**src/usif_regs.svh**
```systemverilog
// register map, field positions and timing constants of the status interrupt block
// Functional notes
// OR of all enabled flags forms the single interrupt request.
// a hardware-set flag stays set until firmware writes zero to it.
// firmware writing one to a writable flag bit sets that flag.
// while suspended the engine is unclocked; only bus activity can flag (the bit 1 error summary still follows enabled errors while suspended).
// bit 7 of the flag register is unimplemented and reads zero.
// start-of-frame token received sets bit 6.
// stall handshake sent sets bit 5.
// bus idle continuously for 3 ms or more sets bit 4.
// finished pending transaction sets bit 3; transfer status then readable.
// clearing bit 3 advances the transfer status FIFO (IN, OUT, SETUP only).
// activity on D+ or D- sets bit 2, also while suspended.
// bit 1 error summary is read-only, set only by enabled errors.
// valid bus reset sets bit 0 and loads function address with 00h.
// clears of the activity flag are ignored while suspended or resynchronising.
// engine on the 96 MHz PLL stays idle until the PLL locks.
// activity flags once per resume; rearmed only by a new idle flag.
// firmware clears suspend first, then clears activity until it reads zero.
// each flag has an enable bit gating it onto the interrupt request.
// enables gate only propagation; flags still set when disabled.
// error summary is OR of error flags gated by their enables.
// a hardware set and a firmware clear together: the set wins.
`ifndef USIF_REGS_SVH
`define USIF_REGS_SVH
`define USIF_OFS_FLAGS 8'h00
`define USIF_OFS_ENABLE 8'h04
`define USIF_OFS_CTRL 8'h08
`define USIF_OFS_FADDR 8'h0C
`define USIF_OFS_STATE 8'h10
`define USIF_BIT_RST 0
`define USIF_BIT_ERR 1
`define USIF_BIT_ACT 2
`define USIF_BIT_TRN 3
`define USIF_BIT_IDLE 4
`define USIF_BIT_STALL 5
`define USIF_BIT_SOF 6
`define USIF_BIT_UNUSED 7
`define USIF_BIT_SUSPEND 1
`define USIF_FLAGS_RESET 8'h00
`define USIF_ENABLE_RESET 8'h00
`define USIF_FADDR_RESET 7'h00
`define USIF_IDLE_US 3000
`define USIF_CLK_MHZ 100
`define USIF_RESYNC_CYCLES 4'h4
`endif

```
**src/usif_pkg.sv**
```systemverilog
// types shared by the status interrupt block
package usif_pkg;
   typedef enum logic [1:0] {
      ENG_RUN = 2'b00,
      ENG_SUSP = 2'b01,
      ENG_LOCK = 2'b10,
      ENG_RESYNC = 2'b11
   } usif_eng_t;
   typedef enum logic [1:0] {
      ACT_ARMED = 2'b00,
      ACT_SPENT = 2'b01
   } usif_act_t;
endpackage

```
**src/usif_flag_bit.sv**
```systemverilog
// one sticky status flag with firmware write and set priority
`timescale 1ns/10ps
`default_nettype none
module usif_flag_bit
(
   // clock and reset
   input wire logic clk,
   input wire logic arst_n,
   // set and write
   input wire logic hw_set,
   input wire logic sw_wr,
   input wire logic sw_val,
   input wire logic clr_block,
   // state
   output logic flag
);
   logic next_flag;

   always_comb
   begin
      next_flag = flag;
      if (sw_wr)
         next_flag = sw_val | (clr_block & flag);
      if (hw_set)
         next_flag = 1'b1;
   end

   always_ff @(posedge clk or negedge arst_n)
   begin
      if (!arst_n)
         flag <= 1'b0;
      else
         flag <= next_flag;
   end
endmodule
`default_nettype wire

```
**src/usif_idle_timer.sv**
```systemverilog
// continuous bus idle timer, one pulse per idle period
`timescale 1ns/10ps
`default_nettype none
module usif_idle_timer
#(
   parameter int unsigned CYCLES = 300000
)
(
   // clock and reset
   input wire logic clk,
   input wire logic arst_n,
   // line state
   input wire logic en,
   input wire logic idle,
   // event
   output logic pulse
);
   localparam int W = $clog2(CYCLES + 1);
   localparam logic [W-1:0] LAST = W'(CYCLES - 1);
   localparam logic [W-1:0] FULL = W'(CYCLES);
   logic [W-1:0] cnt;
   logic [W-1:0] next_cnt;
   logic next_pulse;

   always_comb
   begin
      next_cnt = cnt;
      next_pulse = 1'b0;
      if (!idle || !en)
         next_cnt = '0;
      else if (cnt != FULL)
         next_cnt = cnt + W'(1);
      if (idle && en && cnt == LAST)
         next_pulse = 1'b1;
   end

   always_ff @(posedge clk or negedge arst_n)
   begin
      if (!arst_n)
      begin
         cnt <= '0;
         pulse <= 1'b0;
      end
      else
      begin
         cnt <= next_cnt;
         pulse <= next_pulse;
      end
   end
endmodule
`default_nettype wire

```
**src/usif_top.sv**
```systemverilog
// status interrupt flags, enables and suspend handling with an AHB-Lite slave
//
// The address map and the AHB-Lite interface to the registers were left to the implementer.
`timescale 1ns/10ps
`default_nettype none
`include "usif_regs.svh"
module usif_top
   import usif_pkg::*;
#(
   parameter int unsigned IDLE_CYCLES = `USIF_IDLE_US * `USIF_CLK_MHZ
)
(
   // clock and reset
   input wire logic SYS_CLK,
   input wire logic ARST_N,
   // ahb-lite slave
   input wire logic HSEL,
   input wire logic [31:0] HADDR,
   input wire logic [1:0] HTRANS,
   input wire logic HWRITE,
   input wire logic [2:0] HSIZE,
   input wire logic [31:0] HWDATA,
   input wire logic HREADY,
   output logic [31:0] HRDATA,
   output logic HREADYOUT,
   output logic HRESP,
   // serial engine events
   input wire logic SOF_RX,
   input wire logic STALL_TX,
   input wire logic TRN_DONE,
   input wire logic BUS_RESET,
   input wire logic BUS_ACTIVITY,
   input wire logic LINE_IDLE,
   input wire logic PLL_LOCKED,
   // second-level errors
   input wire logic [7:0] ERR_FLAGS,
   input wire logic [7:0] ERR_ENABLES,
   // outputs to the engine and the core
   output logic USB_IRQ,
   output logic ENGINE_CLK_EN,
   output logic SUSPEND,
   output logic [6:0] FUNC_ADDR,
   output logic STAT_FIFO_ADVANCE
);
   // bus state
   logic pend;
   logic wr;
   logic hit;
   logic [7:0] ofs;
   logic next_pend;
   logic next_wr;
   logic next_hit;
   logic [7:0] next_ofs;
   logic [31:0] next_rdata;
   logic next_ready;
   logic wr_now;
   logic wr_flags;

   // register state
   logic [7:0] enable;
   logic [7:0] next_enable;
   logic next_suspend;
   logic [6:0] next_faddr;
   logic err_sum;
   logic next_err_sum;
   logic next_irq;
   logic next_adv;

   // suspend and activity state
   usif_eng_t eng;
   usif_eng_t next_eng;
   usif_act_t act;
   usif_act_t next_act;
   logic [3:0] rsync;
   logic [3:0] next_rsync;
   logic next_clk_en;

   // flags
   logic [7:0] flags;
   logic [7:0] hw_set;
   logic run;
   logic idle_pulse;
   logic act_clr_block;

   assign run = (eng == ENG_RUN);
   assign act_clr_block = (eng != ENG_RUN);
   assign wr_now = pend && !HREADYOUT && wr && hit;
   assign wr_flags = wr_now && ofs == `USIF_OFS_FLAGS;

   always_comb
   begin
      hw_set = 8'h00;
      hw_set[`USIF_BIT_SOF] = SOF_RX && run;
      hw_set[`USIF_BIT_STALL] = STALL_TX && run;
      hw_set[`USIF_BIT_IDLE] = idle_pulse && run;
      hw_set[`USIF_BIT_TRN] = TRN_DONE && run;
      hw_set[`USIF_BIT_ACT] = BUS_ACTIVITY && act == ACT_ARMED;
      hw_set[`USIF_BIT_RST] = BUS_RESET && run;
   end

   usif_idle_timer #(
      .CYCLES(IDLE_CYCLES)
   ) u_idle (
      .clk(SYS_CLK),
      .arst_n(ARST_N),
      .en(run),
      .idle(LINE_IDLE),
      .pulse(idle_pulse)
   );

   genvar i;
   generate
      for (i = 0; i < 7; i++)
      begin : g_flag
         if (i == `USIF_BIT_ERR)
         begin : g_err
            assign flags[i] = err_sum;
         end
         else
         begin : g_bit
            usif_flag_bit u_bit (
               .clk(SYS_CLK),
               .arst_n(ARST_N),
               .hw_set(hw_set[i]),
               .sw_wr(wr_flags),
               .sw_val(HWDATA[i]),
               .clr_block(i == `USIF_BIT_ACT && act_clr_block),
               .flag(flags[i])
            );
         end
      end
   endgenerate
   assign flags[`USIF_BIT_UNUSED] = 1'b0;

   // bus slave: one wait state, write applied and read sampled in it
   always_comb
   begin
      next_pend = pend;
      next_wr = wr;
      next_hit = hit;
      next_ofs = ofs;
      next_ready = HREADYOUT;
      next_rdata = HRDATA;
      if (pend && !HREADYOUT)
      begin
         next_pend = 1'b0;
         next_ready = 1'b1;
         next_rdata = 32'h0000_0000;
         if (hit && !wr)
         begin
            unique case (ofs)
               `USIF_OFS_FLAGS: next_rdata[7:0] = flags;
               `USIF_OFS_ENABLE: next_rdata[7:0] = enable;
               `USIF_OFS_CTRL: next_rdata[`USIF_BIT_SUSPEND] = SUSPEND;
               `USIF_OFS_FADDR: next_rdata[6:0] = FUNC_ADDR;
               `USIF_OFS_STATE: next_rdata[7:0] = {eng, act, rsync};
               default: next_rdata = 32'h0000_0000;
            endcase
         end
      end
      else if (HSEL && HTRANS[1] && HREADY)
      begin
         next_pend = 1'b1;
         next_ready = 1'b0;
         next_wr = HWRITE;
         next_ofs = HADDR[7:0];
         next_hit = HADDR[31:8] == 24'h00_0000 && HADDR[1:0] == 2'h0
            && HSIZE == 3'h2;
      end
   end

   always_ff @(posedge SYS_CLK or negedge ARST_N)
   begin
      if (!ARST_N)
      begin
         pend <= 1'b0;
         wr <= 1'b0;
         hit <= 1'b0;
         ofs <= 8'h00;
         HREADYOUT <= 1'b1;
         HRDATA <= 32'h0000_0000;
         HRESP <= 1'b0;
      end
      else
      begin
         pend <= next_pend;
         wr <= next_wr;
         hit <= next_hit;
         ofs <= next_ofs;
         HREADYOUT <= next_ready;
         HRDATA <= next_rdata;
         HRESP <= 1'b0;
      end
   end

   // control registers, error summary, request and fifo advance
   always_comb
   begin
      next_enable = enable;
      next_suspend = SUSPEND;
      next_faddr = FUNC_ADDR;
      if (wr_now && ofs == `USIF_OFS_ENABLE)
         next_enable = {1'b0, HWDATA[6:0]};
      if (wr_now && ofs == `USIF_OFS_CTRL)
         next_suspend = HWDATA[`USIF_BIT_SUSPEND];
      if (wr_now && ofs == `USIF_OFS_FADDR)
         next_faddr = HWDATA[6:0];
      if (hw_set[`USIF_BIT_RST])
         next_faddr = `USIF_FADDR_RESET;
      next_err_sum = |(ERR_FLAGS & ERR_ENABLES);
      next_irq = |(flags & enable);
      // only a firmware clear of a set done flag, with no hardware set that cycle, advances the fifo
      next_adv = wr_flags && flags[`USIF_BIT_TRN] && !HWDATA[`USIF_BIT_TRN]
         && !hw_set[`USIF_BIT_TRN];
   end

   always_ff @(posedge SYS_CLK or negedge ARST_N)
   begin
      if (!ARST_N)
      begin
         enable <= `USIF_ENABLE_RESET;
         SUSPEND <= 1'b0;
         FUNC_ADDR <= `USIF_FADDR_RESET;
         err_sum <= 1'b0;
         USB_IRQ <= 1'b0;
         STAT_FIFO_ADVANCE <= 1'b0;
      end
      else
      begin
         enable <= next_enable;
         SUSPEND <= next_suspend;
         FUNC_ADDR <= next_faddr;
         err_sum <= next_err_sum;
         USB_IRQ <= next_irq;
         STAT_FIFO_ADVANCE <= next_adv;
      end
   end

   // suspend, pll lock and resync sequencing; activity arming
   always_comb
   begin
      next_eng = eng;
      next_rsync = rsync;
      next_act = act;
      unique case (eng)
         ENG_RUN:
            if (SUSPEND)
               next_eng = ENG_SUSP;
         ENG_SUSP:
            if (!SUSPEND)
               next_eng = ENG_LOCK;
         ENG_LOCK:
            if (SUSPEND)
               next_eng = ENG_SUSP;
            else if (PLL_LOCKED)
            begin
               next_eng = ENG_RESYNC;
               next_rsync = `USIF_RESYNC_CYCLES;
            end
         ENG_RESYNC:
            if (SUSPEND)
               next_eng = ENG_SUSP;
            else if (rsync == 4'h0)
               next_eng = ENG_RUN;
            else
               next_rsync = rsync - 4'h1;
      endcase
      if (hw_set[`USIF_BIT_IDLE])
         next_act = ACT_ARMED;
      else if (hw_set[`USIF_BIT_ACT])
         next_act = ACT_SPENT;
      next_clk_en = (next_eng != ENG_SUSP);
   end

   always_ff @(posedge SYS_CLK or negedge ARST_N)
   begin
      if (!ARST_N)
      begin
         eng <= ENG_RUN;
         act <= ACT_ARMED;
         rsync <= 4'h0;
         ENGINE_CLK_EN <= 1'b1;
      end
      else
      begin
         eng <= next_eng;
         act <= next_act;
         rsync <= next_rsync;
         ENGINE_CLK_EN <= next_clk_en;
      end
   end

   // checks
   property p_irq_set;
      @(posedge SYS_CLK) disable iff (!ARST_N)
      (|(flags & enable)) |=> USB_IRQ;
   endproperty
   a_irq_set: assert property (p_irq_set)
      else $error("enabled flag did not raise the request");
   property p_irq_masked;
      @(posedge SYS_CLK) disable iff (!ARST_N)
      !(|(flags & enable)) |=> !USB_IRQ;
   endproperty
   a_irq_masked: assert property (p_irq_masked)
      else $error("request raised with no enabled flag");
   property p_sticky;
      @(posedge SYS_CLK) disable iff (!ARST_N)
      (flags[`USIF_BIT_SOF] && !wr_flags) |=> flags[`USIF_BIT_SOF];
   endproperty
   a_sticky: assert property (p_sticky)
      else $error("frame start flag dropped without a write");
   property p_set_wins;
      @(posedge SYS_CLK) disable iff (!ARST_N)
      (hw_set[`USIF_BIT_STALL] && wr_flags && !HWDATA[`USIF_BIT_STALL])
         |=> flags[`USIF_BIT_STALL];
   endproperty
   a_set_wins: assert property (p_set_wins)
      else $error("clear beat a simultaneous set");
   property p_sw_set;
      @(posedge SYS_CLK) disable iff (!ARST_N)
      (wr_flags && HWDATA[`USIF_BIT_TRN]) |=> flags[`USIF_BIT_TRN];
   endproperty
   a_sw_set: assert property (p_sw_set)
      else $error("firmware write of one did not set the flag");
   property p_susp_quiet;
      @(posedge SYS_CLK) disable iff (!ARST_N)
      (eng == ENG_SUSP && !flags[`USIF_BIT_RST] && !wr_flags)
         |=> !flags[`USIF_BIT_RST];
   endproperty
   a_susp_quiet: assert property (p_susp_quiet)
      else $error("reset flag set while suspended");
   property p_bus_reset;
      @(posedge SYS_CLK) disable iff (!ARST_N)
      (BUS_RESET && run) |=> (flags[`USIF_BIT_RST] && FUNC_ADDR == 7'h00);
   endproperty
   a_bus_reset: assert property (p_bus_reset)
      else $error("bus reset did not flag or clear the address");
   property p_act_hold;
      @(posedge SYS_CLK) disable iff (!ARST_N)
      (flags[`USIF_BIT_ACT] && eng != ENG_RUN) |=> flags[`USIF_BIT_ACT];
   endproperty
   a_act_hold: assert property (p_act_hold)
      else $error("activity flag cleared while not resynchronised");
   property p_act_once;
      @(posedge SYS_CLK) disable iff (!ARST_N)
      (act == ACT_SPENT && !flags[`USIF_BIT_ACT] && !wr_flags)
         |=> !flags[`USIF_BIT_ACT];
   endproperty
   a_act_once: assert property (p_act_once)
      else $error("activity flagged twice without an idle");
   property p_err_ro;
      @(posedge SYS_CLK) disable iff (!ARST_N)
      (|(ERR_FLAGS & ERR_ENABLES)) |=> flags[`USIF_BIT_ERR];
   endproperty
   a_err_ro: assert property (p_err_ro)
      else $error("enabled error did not show in the summary");
   property p_advance;
      @(posedge SYS_CLK) disable iff (!ARST_N)
      STAT_FIFO_ADVANCE |-> ($past(flags[`USIF_BIT_TRN]) && !flags[`USIF_BIT_TRN]);
   endproperty
   a_advance: assert property (p_advance)
      else $error("fifo advanced without clearing the done flag");
   property p_top_zero;
      @(posedge SYS_CLK) disable iff (!ARST_N)
      (HREADYOUT && $past(pend)) |-> HRDATA[`USIF_BIT_UNUSED] == 1'b0 || $past(ofs) != 8'h00;
   endproperty
   a_top_zero: assert property (p_top_zero)
      else $error("unimplemented flag bit read as one");
endmodule
`default_nettype wire

```
**config.mk**
```make
export PLATFORM = sky130hd
export DESIGN_NAME = usif_top
export DESIGN_NICKNAME = d
export VERILOG_FILES = /design/src/usif_pkg.sv /design/src/usif_flag_bit.sv /design/src/usif_idle_timer.sv /design/src/usif_top.sv
export VERILOG_INCLUDE_DIRS = /design/src /design/src/src
export SDC_FILE = /design/constraint.sdc
export NUM_CORES = 1
export LEC_CHECK = 0
export BUFFER_PORTS_ARGS = -buffer_cell sky130_fd_sc_hd__buf_2
export CAP_MARGIN = 20
export CORE_MARGIN = 2
export CORE_UTILIZATION = 45
export DETAILED_ROUTE_END_ITERATION = 12
export GPL_TIMING_DRIVEN = 0
export HOLD_SLACK_MARGIN = 0.06
export PLACE_DENSITY = 0.77
export SLEW_MARGIN = 20
export SYNTH_ARGS = -nofsm -noshare
export SYNTH_HDL_FRONTEND = slang
export SYNTH_SLANG_ARGS = --single-unit
```
**constraint.sdc**
```tcl
create_clock -name SYS_CLK -period 2.1 [get_ports SYS_CLK]
set_input_delay 0.42 -clock SYS_CLK [delete_from_list [all_inputs] [get_ports SYS_CLK]]
set_output_delay 0.42 -clock SYS_CLK [all_outputs]
set_load 0.02 [all_outputs]
```
==> impl_metrics.toml <==
[worst_hold_path]
hold_class = "in -> reg"
holdPathStages = 3

[placed_design]
gp_congestion = 0.8952
dp_hpwl_um = 6933
post-place-cells = 602
placed_area_sq_um = 4514
io_buffer_count = 90
post-place-ws_ns = -0.04463

[logic_synthesis]
ys.flop_type = "dfrtp_1"
synth_top_family_by_area = "simple AND/OR/NAND/NOR gates"
synth-edff-count = 0
synth_adder_area_share_pct = 0.9846
synth_cell_types = 54
synthMuxAreaShare_pct = 8.074
synth-compound-area-share_pct = 12.83
yosysTopAreaCell = "dfrtp_1"
async_flop_share_pct = 100.0
ys_seq_area_share_pct = 47.33
synth-seq-cells = 72
syn_inst = 382
synth_top_area_share_pct = 45.95
syn-cell-area_sq_um = 3812
synth-simple-area-share_pct = 21.00
synth_xor_area_share_pct = 2.297
synth.area.top_cells = "dfrtp_1 46%, mux2_2 5.9%, buf_4 5.1%"
synth_warnings = 0
avgSynthCellArea_sq_um = 9.980

[route]
wl_met1_um = 3727
wl_met2_um = 4833
first_pass_iters = 5
wl_met3_um = 789
postRouteAntennaNets = 0
dr.max_layer_used = "met4"
wl_per_cell_um = 15.23
drtIter0Drc = 247
drt-total-wl_um = 9474
num_vias = 3379
drc = 0
viasPerCell = 5.432

[timing]
hold_violations = 0
setup-tns-final_ns = 0
grt_setup_unrepaired = "true"
setup_slack_ns = 0.006117
fmax_ghz = 0.4776
drv_slew = 0
worst_pin_slew_ns = 0.7176
setup_viol = 0
period_share_pct = 99.71
relSlewSlack_pct = 51.72
min_period_ns = 2.094
fin_skew_ns = 0.01391

[clock_network]
tritoncts = "built"
cts_buffers = 9
clkLatencyLatePin_ns = 0.35
cts-htree-levels = 3
clk_pin_slew_ns = 0.09
clockBufferDepth = 2
root_buffer = "clkbuf_8"
cts_sinks = 72

[floorplan]
io_pins = 142
start_util_pct = 46.40
rows = 33
fp.dieW_um = 96.05
die_h_um = 96.05
core_region_area_sq_um = 8217
die_area_sq_um = 9225

[worst_setup_path]
reg2reg_slack_ns = 0.006
cp-end-kind = "flip-flop"
critPathSlowestCell = "or4_4"
critPathMaxStageDelay_ns = 0.57
crit_type = "reg -> reg"
r2r-end = "FUNC_ADDR[0]$_DFFE_PN0P_"
r2r_cells = 5
crit_fanout = 5
crit_required_ns = 2.32
critPathArrivalTime_ns = 2.31
path_cells = "or4_4 > or4b_4 > buf_8 > o31ai_2 > a21oi_1"
crit_start = "ofs[0]$_DFFE_PN0P_"
crit_end = "FUNC_ADDR[0]$_DFFE_PN0P_"
cp-start-kind = "flip-flop"
r2r_start = "ofs[0]$_DFFE_PN0P_"

[grt]
overflow = 0
grt_pass1_vias = 3284
grt_use_total_pct = 21.17
grt_first_pass_wirelength_um = 15020
grt_max_degree = 60
grt_antenna_before_repair = 0

[pwr]
vdd_drop_max_mv = 0.4999
power_density_nw_per_um2 = 867.4
total_leakage_power_nw = 2.174

[flow_run]
drv_cap = 0

[finish]
final_nets = 612
final_common_cell = "buf_2"
final_cell_mix = "89 x buf_2, 70 x dfrtp_1, 36 x nand2_1, 28 x buf_4, 25 x conb_1"
stdcell_count = 622
area_growth_pct = 26.88
fill_cells = 716
stdcell_area_sq_um = 4837
utilization_pct = 58.87
drive_gt1_share_pct = 33.85
n_antenna_cell = 0

[status]
run_status = "finished clean"
-- repair_timing --
item / 4_1_cts / 5_1_grt
cloned: 0 / 1
endpoints found under the setup margin: 14 / 15
hold buffers: 1 / 0
gates resized for setup: 1 / 15
endpoints found under the hold margin: 12 / 0
pin swaps: 1 / 2
buffers inserted: 2 / 0
-- synthesized netlist by cell type, types with 2 or more instances --
library cell	count
dfrtp_1	70
nand3_1	15
and3_1	6
nand2b_1	2
o31ai_1	11
nor4b_1	3
a31oi_1	4
inv_1	6
nand4_1	15
nand4b_1	2
nor2_1	23
o21ai_0	20
mux2_2	20
clkbuf_1	10
a22oi_1	6
buf_4	26
o211ai_1	2
a21oi_1	24
or2_2	2
ha_1	3
nor4_1	7
buf_1	2
or3_1	3
clkinv_1	2
and4_1	4
nor3b_1	2
xor2_1	10
nand2_1	36
a32oi_1	3
nor3_1	5
nor2b_1	4
or4_1	4
dfstp_2	2
a21o_1	2
and2_1	2
mux2i_1	6
-- power by group --
group	internal, mW	leakage [nW]	switching [mW]
logic	0.487	1.18	0.676
clock network	0.707	0.117	0.544
registers	1.58	0.875	0.203
-- layout make-up --
type | instances | area [sq um] | share of cell area [%]
Timing Repair Buffer | 95 | 534.3 | 11.04
Multi-Input combinational cell | 287 | 1853 | 38.31
Tap cell | 105 | 131.4 | 2.716
Clock inverter | 6 | 91.34 | 1.888
Inverter | 8 | 30.03 | 0.6208
Sequential cell | 72 | 1804 | 37.30
Clock buffer | 10 | 137.6 | 2.845
Buffer | 39 | 255.2 | 5.277
-- per-stage QoR --
step / total power [mW] / hold slack [ns]
CTS: 4.161 / 0.2750
finish: 4.196 / 0.2900
global placement: 2.863 / 0.4327
global route: 4.419 / 0.2707
detailed placement: 2.906 / 0.2891
floorplan: 2.526 / 0.1244
-- worst min path at each step --
stage | start | to | slack (ns)
after CTS | HADDR[3] | ofs[3]$_DFFE_PN0P_ | 0.28
after global routing | HADDR[2] | ofs[2]$_DFFE_PN0P_ | 0.27
after floorplan | ARST_N | FUNC_ADDR[0]$_DFFE_PN0P_ | 0.12
after global placement | u_idle.pulse$_DFF_PN0_ | act[0]$_DFFE_PN0P_ | 0.43
after detailed placement | ARST_N | pend$_DFFE_PN0P_ | 0.29
final | SOF_RX | g_flag[6].g_bit.u_bit.flag$_DFFE_PN0P_ | 0.29
-- logic make-up after synthesis --
family	after synthesis
adders and majority gates	3
DFF	72
AOI/OAI and AO/OA	79
and+or+nand+nor	143
buffers and inverters	47
other	1
muxes	27
xor gates and xnor gates	10
-- worst max-delay path: cells and delay by family, from the launching register on --
family	cells	cell delay (ns)
buffers and inverters	1	0.17
and+or+nand+nor	2	1.14
AOI/OAI and AO/OA	2	0.28
DFF	1	0.38
-- layer usage --
layer	vias up	track usage, %
met1	1636	24.53
met2	119	37.67
li1	1614	-
met4	0	5.833
met3	10	6.500
met5	-	0
-- state kept, by name, indices dropped and copies added (netlist names), 2 cells and up --
signal	count
HRDATA	8
g_flag.g_bit.u_bit.flag	6
FUNC_ADDR	7
rsync	4
ofs	8
eng	2
u_idle.cnt	19
enable	7
Power figures use the tool's default switching activity.
